===== src/pgf_pkg.sv =====
// constants shared by the power-ok and event-flag block
package pgf_pkg;
    // ------------------------------------------------------------------
    // bus and timing
    // ------------------------------------------------------------------
    localparam int unsigned ADDR_W       = 8;
    localparam int unsigned DATA_W       = 32;
    localparam int unsigned CLK_MHZ      = 250;
    localparam int unsigned GATE_TIME_US = 800;
    localparam int unsigned GATE_CYC     = GATE_TIME_US * CLK_MHZ;
    localparam int unsigned NRAIL        = 4;
    localparam int unsigned NFLAG        = 8;
    localparam int unsigned NMASK        = 6;

    // ------------------------------------------------------------------
    // register offsets
    // ------------------------------------------------------------------
    localparam logic [ADDR_W-1:0] OFF_FLAGS  = 8'h00;
    localparam logic [ADDR_W-1:0] OFF_MASK   = 8'h04;
    localparam logic [ADDR_W-1:0] OFF_STATUS = 8'h08;
    localparam logic [ADDR_W-1:0] OFF_CTRL1  = 8'h0C;
    localparam logic [ADDR_W-1:0] OFF_CTRL2  = 8'h10;
    localparam logic [ADDR_W-1:0] OFF_FAULT  = 8'h14;
    localparam logic [ADDR_W-1:0] OFF_RESET  = 8'h18;

    // ------------------------------------------------------------------
    // flag, mask and status bit positions
    // ------------------------------------------------------------------
    localparam int unsigned F_LDO  = 0;
    localparam int unsigned F_POK  = 2;
    localparam int unsigned F_SYNC = 3;
    localparam int unsigned F_MEAS = 4;
    localparam int unsigned F_RST  = 5;
    localparam int unsigned F_OVP  = 6;
    localparam int unsigned F_TSD  = 7;
    localparam int unsigned S_LDO  = 0;
    localparam int unsigned S_POK  = 2;
    localparam int unsigned S_SYNC = 3;
    localparam int unsigned S_TW   = 4;
    localparam int unsigned S_OVP  = 5;
    localparam int unsigned S_TSD  = 6;

    // ------------------------------------------------------------------
    // control fields and reset values
    // ------------------------------------------------------------------
    localparam int unsigned C1_WIN  = 4;
    localparam int unsigned C1_POL  = 8;
    localparam int unsigned C1_OD   = 9;
    localparam int unsigned C2_TW   = 0;
    localparam int unsigned C2_MODE = 1;
    localparam int unsigned C2_HOLD = 2;
    localparam int unsigned R_SWRST = 0;
    localparam logic [9:0]       CTRL1_RST = 10'h00F;
    localparam logic [2:0]       CTRL2_RST = 3'h0;
    localparam logic [NMASK-1:0] MASK_RST  = 6'h00;
endpackage


===== src/pgf_w1c_flags.sv =====
// sticky flags: hardware set wins over write-one clear
`timescale 1ns/100ps
module pgf_w1c_flags #(
    parameter int unsigned W = 8
) (
    // clock and reset
    input  wire logic         sys_clk,
    input  wire logic         arst_n,
    // control
    input  wire logic         init,
    input  wire logic [W-1:0] set,
    input  wire logic [W-1:0] clr,
    output logic      [W-1:0] q
);
    always_ff @(posedge sys_clk or negedge arst_n) begin
        if (!arst_n) begin
            q <= '0;
        end else if (init) begin
            q <= set;
        end else begin
            q <= (q & ~clr) | set;
        end
    end
endmodule // pgf_w1c_flags


===== src/pgf_gate_timer.sv =====
// gated-period timer: restarts on request, done when run out
`timescale 1ns/100ps
module pgf_gate_timer #(
    parameter int unsigned CYCLES = 200000
) (
    // clock and reset
    input  wire logic sys_clk,
    input  wire logic arst_n,
    // control
    input  wire logic clear,
    input  wire logic restart,
    output logic      done
);
    localparam int unsigned CW = $clog2(CYCLES + 1);
    logic [CW-1:0] cnt_q;

    always_ff @(posedge sys_clk or negedge arst_n) begin
        if (!arst_n) begin
            cnt_q <= '0;
        end else if (clear) begin
            cnt_q <= '0;
        end else if (restart) begin
            cnt_q <= CW'(CYCLES);
        end else if (cnt_q != '0) begin
            cnt_q <= cnt_q - 1'b1;
        end
    end

    assign done = (cnt_q == '0);
endmodule // pgf_gate_timer


===== src/pgf_power_ok.sv =====
// power-ok aggregation, fault latches and event flags behind apb
// Contract
// - ldo leaving valid range sets its flag
// - power-ok falling edge sets power-ok flag
// - external clock change sets sync flag
// - measurement done sets measurement flag
// - supply recovery resets registers, sets reset flag
// - software reset restores defaults, sets reset flag
// - polarity inverts pin only, not status
// - sync flag also while detector on, clock absent
// - per-rail select of voltage monitor
// - disabled rail never forces power-ok low
// - optional thermal warning source
// - power-ok needs every selected source valid
// - window bit adds overvoltage check
// - pin polarity and open-drain selectable
// - mode bit picks gated or continuous
// - gated mode holds output during period
// - gated fault latches and stops monitoring
// - continuous starts active, drops on enable
// - continuous fault bits latch until cleared
// - ramping rail forces power-ok inactive in continuous mode
// - continuous mode follows validity again
// - fault-hold bit keeps power-ok inactive
// - interrupt low while any flag pending
//
// The APB register port and the register offsets were left to the implementer.
`timescale 1ns/100ps
module pgf_power_ok
    import pgf_pkg::*;
#(
    parameter int unsigned GATE_CYCLES = pgf_pkg::GATE_CYC
) (
    // clock and reset
    input  wire logic                        sys_clk,
    input  wire logic                        arst_n,
    // apb slave
    input  wire logic                        psel,
    input  wire logic                        penable,
    input  wire logic                        pwrite,
    input  wire logic [pgf_pkg::ADDR_W-1:0]  paddr,
    input  wire logic [pgf_pkg::DATA_W-1:0]  pwdata,
    output logic      [pgf_pkg::DATA_W-1:0]  prdata,
    output logic                             pready,
    output logic                             pslverr,
    // rail monitors, rails 0-1 switchers, 2-3 linear
    input  wire logic [pgf_pkg::NRAIL-1:0]   rail_en,
    input  wire logic [pgf_pkg::NRAIL-1:0]   rail_uv_ok,
    input  wire logic [pgf_pkg::NRAIL-1:0]   rail_ov_ok,
    input  wire logic [pgf_pkg::NRAIL-1:0]   rail_ramp,
    input  wire logic                        volt_change_req,
    // other event sources
    input  wire logic                        thermal_warn_status,
    input  wire logic                        ovp_det,
    input  wire logic                        tsd_det,
    input  wire logic                        ext_clk_present,
    input  wire logic                        clk_det_en,
    input  wire logic                        meas_done,
    // one-time-programmed defaults
    input  wire logic                        otp_mode,
    input  wire logic                        otp_reset_mask,
    // pins
    output logic                             power_ok_pin_out,
    output logic                             power_ok_pin_oe,
    output logic                             irq_out_n,
    output logic                             sw_shutdown
);
    // ------------------------------------------------------------------
    // apb slave
    // ------------------------------------------------------------------
    logic                pready_q;
    logic                acc;
    logic [9:0]          ctrl1_q;
    logic [2:0]          ctrl2_q;
    logic [NMASK-1:0]    mask_q;
    logic [NFLAG-1:0]    flag_q;
    logic [NFLAG-1:0]    flag_set;
    logic [NFLAG-1:0]    flag_clr;
    logic [NRAIL-1:0]    fault_q;
    logic [NRAIL-1:0]    fault_clr;
    logic [6:0]          status;
    logic [DATA_W-1:0]   rd_data;
    logic                rd_err;
    logic                boot_q;
    logic                sw_rst_q;
    logic                load;

    function automatic logic wr_at(input logic [ADDR_W-1:0] off);
        return acc && pwrite && (paddr == off);
    endfunction

    assign acc = psel & penable & pready_q;

    // one wait state: pready rises in the second access cycle
    always_ff @(posedge sys_clk or negedge arst_n) begin
        if (!arst_n) begin
            pready_q <= 1'b0;
            prdata   <= '0;
            pslverr  <= 1'b0;
        end else begin
            pready_q <= psel & penable & ~pready_q;
            pslverr  <= psel & penable & ~pready_q & rd_err;
            if (psel && penable && !pready_q && !pwrite) begin
                prdata <= rd_data;
            end
        end
    end
    assign pready = pready_q;

    always_comb begin
        rd_err = 1'b0;
        case (paddr)
            OFF_FLAGS:  rd_data = DATA_W'(flag_q);
            OFF_MASK:   rd_data = DATA_W'(mask_q);
            OFF_STATUS: rd_data = DATA_W'(status);
            OFF_CTRL1:  rd_data = DATA_W'(ctrl1_q);
            OFF_CTRL2:  rd_data = DATA_W'(ctrl2_q);
            OFF_FAULT:  rd_data = DATA_W'(fault_q);
            OFF_RESET:  rd_data = '0;
            default: begin
                rd_data = '0;
                rd_err  = 1'b1;
            end
        endcase
    end

    // ------------------------------------------------------------------
    // reset sequencing
    // ------------------------------------------------------------------
    // boot after supply
    always_ff @(posedge sys_clk or negedge arst_n) begin
        if (!arst_n) begin
            boot_q <= 1'b0;
        end else begin
            boot_q <= 1'b1;
        end
    end

    always_ff @(posedge sys_clk or negedge arst_n) begin
        if (!arst_n) begin
            sw_rst_q <= 1'b0;
        end else begin
            sw_rst_q <= wr_at(OFF_RESET) & pwdata[R_SWRST];
        end
    end
    assign sw_shutdown = sw_rst_q;
    assign load        = ~boot_q | sw_rst_q;

    // ------------------------------------------------------------------
    // configuration registers
    // ------------------------------------------------------------------
    // rail select, window, pin type
    always_ff @(posedge sys_clk or negedge arst_n) begin
        if (!arst_n) begin
            ctrl1_q <= CTRL1_RST;
        end else if (sw_rst_q) begin
            ctrl1_q <= CTRL1_RST;
        end else if (wr_at(OFF_CTRL1)) begin
            ctrl1_q <= pwdata[9:0];
        end
    end

    always_ff @(posedge sys_clk or negedge arst_n) begin
        if (!arst_n) begin
            ctrl2_q <= CTRL2_RST;
        end else if (load) begin
            ctrl2_q          <= CTRL2_RST;
            ctrl2_q[C2_MODE] <= otp_mode;
        end else if (wr_at(OFF_CTRL2)) begin
            ctrl2_q <= pwdata[2:0];
        end
    end

    always_ff @(posedge sys_clk or negedge arst_n) begin
        if (!arst_n) begin
            mask_q <= MASK_RST;
        end else if (load) begin
            mask_q        <= MASK_RST;
            mask_q[F_RST] <= otp_reset_mask;
        end else if (wr_at(OFF_MASK)) begin
            mask_q <= pwdata[NMASK-1:0];
        end
    end

    // ------------------------------------------------------------------
    // rail monitoring
    // ------------------------------------------------------------------
    logic [NRAIL-1:0] mon;
    logic [NRAIL-1:0] valid;
    logic [NRAIL-1:0] bad;
    logic [NRAIL-1:0] en_prev_q;
    logic             ramp_mon;
    logic             tw_bad;
    logic             tmr_done;
    logic             armed_q;
    logic             gated;
    logic             fault_evt;
    logic             common_ok;
    logic             pok_q;
    logic             pok_d;
    logic             tmr_restart;
    logic             tmr_open;

    assign mon      = ctrl1_q[NRAIL-1:0] & rail_en;
    assign valid    = rail_uv_ok & (~ctrl1_q[C1_WIN +: NRAIL] | rail_ov_ok);
    assign bad      = mon & ~valid;
    assign ramp_mon = |(mon & rail_ramp);
    assign tw_bad   = ctrl2_q[C2_TW] & thermal_warn_status;
    assign gated    = ~ctrl2_q[C2_MODE];

    always_ff @(posedge sys_clk or negedge arst_n) begin
        if (!arst_n) begin
            en_prev_q <= '0;
        end else begin
            en_prev_q <= rail_en;
        end
    end

    // restart on enable or voltage change
    assign tmr_restart = |(rail_en & ~en_prev_q) | volt_change_req;
    // the request cycle itself already counts as gated
    assign tmr_open    = tmr_done & ~tmr_restart;

    pgf_gate_timer #(
        .CYCLES (GATE_CYCLES)
    ) u_timer (
        .sys_clk (sys_clk),
        .arst_n  (arst_n),
        .clear   (sw_rst_q),
        .restart (tmr_restart),
        .done    (tmr_done)
    );

    // armed once any regulator is enabled
    always_ff @(posedge sys_clk or negedge arst_n) begin
        if (!arst_n) begin
            armed_q <= 1'b0;
        end else if (sw_rst_q) begin
            armed_q <= 1'b0;
        end else if (|rail_en) begin
            armed_q <= 1'b1;
        end
    end

    assign fault_evt = gated ? tmr_open : (armed_q & ~ramp_mon);
    assign fault_clr = wr_at(OFF_FAULT) ? pwdata[NRAIL-1:0] : '0;

    pgf_w1c_flags #(
        .W (NRAIL)
    ) u_fault (
        .sys_clk (sys_clk),
        .arst_n  (arst_n),
        .init    (sw_rst_q),
        .set     (bad & {NRAIL{fault_evt}}),
        .clr     (fault_clr),
        .q       (fault_q)
    );

    // thermal, overvoltage and shutdown sources valid, optional fault hold
    assign common_ok = ~tw_bad & ~flag_q[F_OVP] & ~flag_q[F_TSD]
                     & ~(ctrl2_q[C2_HOLD] & |fault_q);

    always_comb begin
        if (gated) begin
            // frozen in period, then faults gate
            pok_d = tmr_open ? (~|(bad | fault_q) & common_ok) : pok_q;
        end else begin
            pok_d = ~armed_q | (~|bad & ~ramp_mon & common_ok);
        end
    end

    always_ff @(posedge sys_clk or negedge arst_n) begin
        if (!arst_n) begin
            pok_q <= 1'b1;
        end else if (sw_rst_q) begin
            pok_q <= 1'b1;
        end else begin
            pok_q <= pok_d;
        end
    end

    // polarity and drive type on the pin only
    always_ff @(posedge sys_clk or negedge arst_n) begin
        if (!arst_n) begin
            power_ok_pin_out <= 1'b1;
            power_ok_pin_oe  <= 1'b1;
        end else if (ctrl1_q[C1_OD]) begin
            power_ok_pin_out <= 1'b0;
            power_ok_pin_oe  <= ~(pok_q ^ ctrl1_q[C1_POL]);
        end else begin
            power_ok_pin_out <= pok_q ^ ctrl1_q[C1_POL];
            power_ok_pin_oe  <= 1'b1;
        end
    end

    // ------------------------------------------------------------------
    // event flags
    // ------------------------------------------------------------------
    logic [1:0] ldo_ok;
    logic [1:0] ldo_prev_q;
    logic       clk_prev_q;

    assign ldo_ok = valid[3:2] & rail_en[3:2];

    always_ff @(posedge sys_clk or negedge arst_n) begin
        if (!arst_n) begin
            ldo_prev_q <= '0;
            clk_prev_q <= 1'b0;
        end else begin
            ldo_prev_q <= ldo_ok;
            clk_prev_q <= ext_clk_present;
        end
    end

    always_comb begin
        flag_set[F_LDO +: 2] = ldo_prev_q & ~ldo_ok & ~mask_q[F_LDO +: 2];
        flag_set[F_POK]  = pok_q & ~pok_d & ~mask_q[F_POK];
        flag_set[F_SYNC] = clk_det_en & ~mask_q[F_SYNC]
                         & ((clk_prev_q ^ ext_clk_present) | ~ext_clk_present);
        flag_set[F_MEAS] = meas_done & ~mask_q[F_MEAS];
        flag_set[F_RST]  = load & ~otp_reset_mask;
        flag_set[F_OVP]  = ovp_det;
        flag_set[F_TSD]  = tsd_det;
    end

    assign flag_clr = wr_at(OFF_FLAGS) ? pwdata[NFLAG-1:0] : '0;

    pgf_w1c_flags #(
        .W (NFLAG)
    ) u_flags (
        .sys_clk (sys_clk),
        .arst_n  (arst_n),
        .init    (sw_rst_q),
        .set     (flag_set),
        .clr     (flag_clr),
        .q       (flag_q)
    );

    always_ff @(posedge sys_clk or negedge arst_n) begin
        if (!arst_n) begin
            irq_out_n <= 1'b1;
        end else begin
            irq_out_n <= ~|flag_q;
        end
    end

    // status reads internal power-ok, not pin
    always_comb begin
        status            = '0;
        status[S_LDO +: 2] = ldo_ok;
        status[S_POK]     = pok_q;
        status[S_SYNC]    = ext_clk_present;
        status[S_TW]      = thermal_warn_status;
        status[S_OVP]     = ovp_det;
        status[S_TSD]     = tsd_det;
    end
endmodule // pgf_power_ok


===== config.mk =====
export PLATFORM = sky130hd
export DESIGN_NAME = pgf_power_ok
export DESIGN_NICKNAME = d
export VERILOG_FILES = /design/src/pgf_pkg.sv /design/src/pgf_w1c_flags.sv /design/src/pgf_gate_timer.sv /design/src/pgf_power_ok.sv
export SDC_FILE = /design/constraint.sdc
export NUM_CORES = 1
export LEC_CHECK = 0
export BUFFER_PORTS_ARGS = -buffer_cell sky130_fd_sc_hd__buf_2
export CAP_MARGIN = 20
export CORE_ASPECT_RATIO = 1.2
export CORE_MARGIN = 2
export CORE_UTILIZATION = 28
export DETAILED_ROUTE_END_ITERATION = 7
export PLACE_DENSITY = 0.52
export SKIP_LAST_GASP = 1
export SLEW_MARGIN = 0
export SYNTH_ARGS = -nofsm -noshare
export SYNTH_HDL_FRONTEND = slang
export SYNTH_SLANG_ARGS = --single-unit

===== constraint.sdc =====
create_clock -name sys_clk -period 2 [get_ports sys_clk]
set_input_delay 0 -clock sys_clk [delete_from_list [all_inputs] [get_ports sys_clk]]
set_output_delay 0 -clock sys_clk [all_outputs]
set_load 0.02 [all_outputs]

==> results.py <==
metrics = {
    "worst_setup_path": {
        "r2r_slack_ps": 110,
        "path_cells": "a211o_1 -> or4_1 -> or3b_1 -> a2bb2oi_1",
        "critical-path-top-delay-family": "simple AND/OR/NAND/NOR gates",
        "r2r-start": "u_flags.q[7]",
        "cp-end-kind": "register",
        "critPathArrivalTime_ps": 2150,
        "startpoint_type": "register",
        "critPathMaxFanout": 4,
        "slowest_delay_ps": 530,
        "r2r_cells": 4,
        "worstReg2RegEnd": "pok_q",
        "worst_path_max_delay_cell": "or4_1",
        "worstPathRequired_ps": 2260,
        "crit_type": "reg -> reg",
        "worst-path-buf-inv": 0,
    },
    "layout": {
        "finish.utilization_pct": 37.2,
        "area_growth_pct": 30.4,
        "fin_nets": 581,
        "diodes": 0,
        "stdcell_count": 685,
        "drive_gt1_share_pct": 25.9,
        "final_area_sq_um": 5100,
    },
    "logic_synthesis": {
        "syn-instance-count": 400,
        "synth_top_area_cell": "dfrtp_1",
        "synth-simple-area-share_pct": 22.8,
        "syn_area_per_cell_sq_um": 9.78,
        "synthMuxAreaShare_pct": 6.52,
        "synth-xor-area-share_pct": 2.46,
        "synth_top_family_by_area": "simple AND/OR/NAND/NOR gates",
        "synth-main-ff-cell": "dfrtp_1",
        "async_flop_share_pct": 100,
        "yosysTopAreaCellShare_pct": 42.9,
        "synth.distinct_cells": 57,
        "synth-adder-area-share_pct": 0.640,
        "synth_area_sq_um": 3910,
        "synth-compound-area-share_pct": 12.8,
        "ys_ff_latch": 75,
        "yosysWarnings": 0,
        "ys_top_cells_by_area": "dfrtp_1, dfstp_2, mux2i_1, nand2_1, buf_4",
        "seq_area_frac_synth_pct": 48.2,
        "synth-edff-count": 0,
    },
    "global_routing": {
        "overflow": 0,
        "grt_pass1_wl_mm": 17.8,
        "grt_pass1_vias": 3313,
        "grt_start_max_net_pins": 36,
        "track_usage_pct": 15.4,
        "antenna_found_initial": 0,
    },
    "sta": {
        "fin_crit_ps": 1890,
        "setup_viol": 0,
        "slew_headroom_pct": 62.2,
        "hold_viol": 0,
        "max_freq_mhz": 529,
        "clock_skew_ps": 7.16,
        "period_share_pct": 94.5,
        "worstMarginPinSlew_ps": 563,
        "setup-tns-final_ps": 0,
        "drv_slew": 0,
        "rsz0062_at_grt": "yes",
    },
    "clocking": {
        "cts_tree": "built",
        "cts-buffers-inserted": 9,
        "clock_latency_ps": 340,
        "cts-root-buf": "clkbuf_16",
        "path_clk_slew_ps": 60,
        "cts.sinks": 75,
        "clock_path_buffers": 2,
        "cts_max_level": 3,
        "post_cts_buffers": 0,
    },
    "power": {
        "peakVddDrop_mv": 0.462,
        "powerDensity_nw_per_um2": 724,
        "p_leak_nw": 2.21,
    },
    "floorplan": {
        "die-area_sq_um": 14900,
        "fp.coreArea_sq_um": 13700,
        "die_y_microns": 133,
        "die_width_microns": 112,
        "row_count": 47,
        "start_util_pct": 28.6,
        "io_pins": 108,
    },
    "worst_hold_path": {
        "hp-class": "in -> reg",
        "min_from": "pwdata[0]",
        "hold_depth": 3,
        "hold_end": "ctrl1_q[0]",
    },
    "routing": {
        "drt_iter0_markers": 178,
        "dr.pass1.iters": 4,
        "avgViaCountPerCell": 4.89,
        "num_vias": 3347,
        "wl_per_cell_microns": 16.4,
        "wl_mm": 11.3,
        "drcViolationCount": 0,
        "ant_nets": 0,
    },
    "place": {
        "io_buffers": 63,
        "placed_cell_area_sq_um": 4530,
        "place_congestion": 0.844,
        "post-place-cells": 647,
        "dp_hpwl_mm": 8.63,
    },
    "job": {
        "maxCapViolations": 0,
    },
    "outcome": {
        "status": "finished clean",
    },
}
==> metal layers <==
layer | routed length [microns] | share of wire, % | track usage (%) | vias up
met5 | 0 | 0 | 0 | -
met4 | 168 | 1.5 | 4.73 | 0
met3 | 358 | 3.2 | 2.96 | 12
met2 | 5940 | 53 | 27.5 | 83
met1 | 4800 | 43 | 18.9 | 1637
li1 | - | - | - | 1615
==> cell type report <==
| cell class | count | area [sq um] |
|---|---|---|
| clock buffers | 11 | 243 |
| clock inverters | 5 | 52.6 |
| fillers | 1434 | 8600 |
| inverters | 12 | 45.0 |
| multi-input cells | 302 | 1920 |
| flip-flops and latches | 75 | 1890 |
| well taps | 171 | 214 |
| repair buffers | 109 | 743 |
==> report_power, final <==
group	internal (W)	switching [W]	total, W
Combinational	0.000186	0.000261	0.000447
Sequential	0.00157	0.0000447	0.00162
Clock	0.000994	0.000634	0.00163
Total	0.00275	0.000940	0.00369
==> state kept, by name (all words and copies together) (netlist names), 2 cells and up <==
| signal | cells |
|---|---|
| u_flags.q | 8 |
| prdata | 10 |
| ctrl1_q | 10 |
| en_prev_q | 4 |
| u_timer.cnt_q | 18 |
| ctrl2_q | 3 |
| mask_q | 6 |
| ldo_prev_q | 2 |
| u_fault.q | 4 |
==> cells by family (layout without fill, tap and decap cells) <==
logic type / count (synthesis) / in the layout
xor gates and xnor gates: 11 / 11
other: 2 / 23
AOI/OAI and AO/OA: 70 / 70
and+or+nand+nor: 173 / 173
adders and majority gates: 2 / 2
muxes: 23 / 23
buffers and inverters: 44 / 137
DFF: 75 / 75
==> synth_stat cells (all sizes together) (8+ instances only) <==
master	number
buf	26
nand3	16
nor2	44
o21ai	11
inv	11
nor3	12
mux2i	21
a21oi	14
dfstp	8
or4	8
dfrtp	67
nand2	47
nand2b	11
==> through the flow <==
| step | total power, W | setup slack, ps | hold slack [ps] |
|---|---|---|---|
| CTS | 0.00373 | 13.4 | 8.58 |
| finish | 0.00369 | 111 | 13.1 |
| floorplan | 0.00189 | 42.4 | -296 |
| global placement | 0.00205 | -107 | 9.80 |
| global route | 0.00384 | -6.75 | 27.2 |
| detailed placement | 0.00205 | -95.1 | 6.85 |
==> placed cells by master, fill, tap and decap left out, types with 7 or more instances in the layout <==
cell and n:
nand3_1 15, inv_1 11, conb_1 23, buf_4 23
dfrtp_1 66, dlygate4sd3_1 22, mux2i_1 21, nand2_1 47
nor3_1 9, o21ai_0 11, nand2b_1 11, dfstp_2 8
a21oi_1 14, nor2_1 44, buf_2 62, or4_1 7
clkbuf_16 9
==> how the worst max path moves through the flow <==
stage                     cells after the start  slack [ps]              from            to
after floorplan                               5          40  u_timer.cnt_q[9]         pok_q
after global placement                        7        -110          paddr[5]  u_fault.q[2]
after detailed placement                      7        -100          paddr[5]  u_fault.q[2]
after CTS                                     5          10            pready  u_fault.q[2]
after global routing                          7          -7  u_timer.cnt_q[2]  u_fault.q[3]
final                                         4         110      u_flags.q[7]         pok_q
==> timing repair <==
item / 4_1_cts / 5_1_grt
endpoints found under the hold margin: 58 / 0
resized for setup: 0 / 10
hold buffers: 22 / 0
endpoints found under the setup margin: 0 / 10
==> worst register-to-register path, delay by kind of cell (launching register included) <==
kind / cells / cell delay [ps]
and+or+nand+nor: 2 / 910
AOI/OAI and AO/OA: 2 / 500
DFF: 1 / 410
Note: power is estimated with default switching activity, not from simulation.
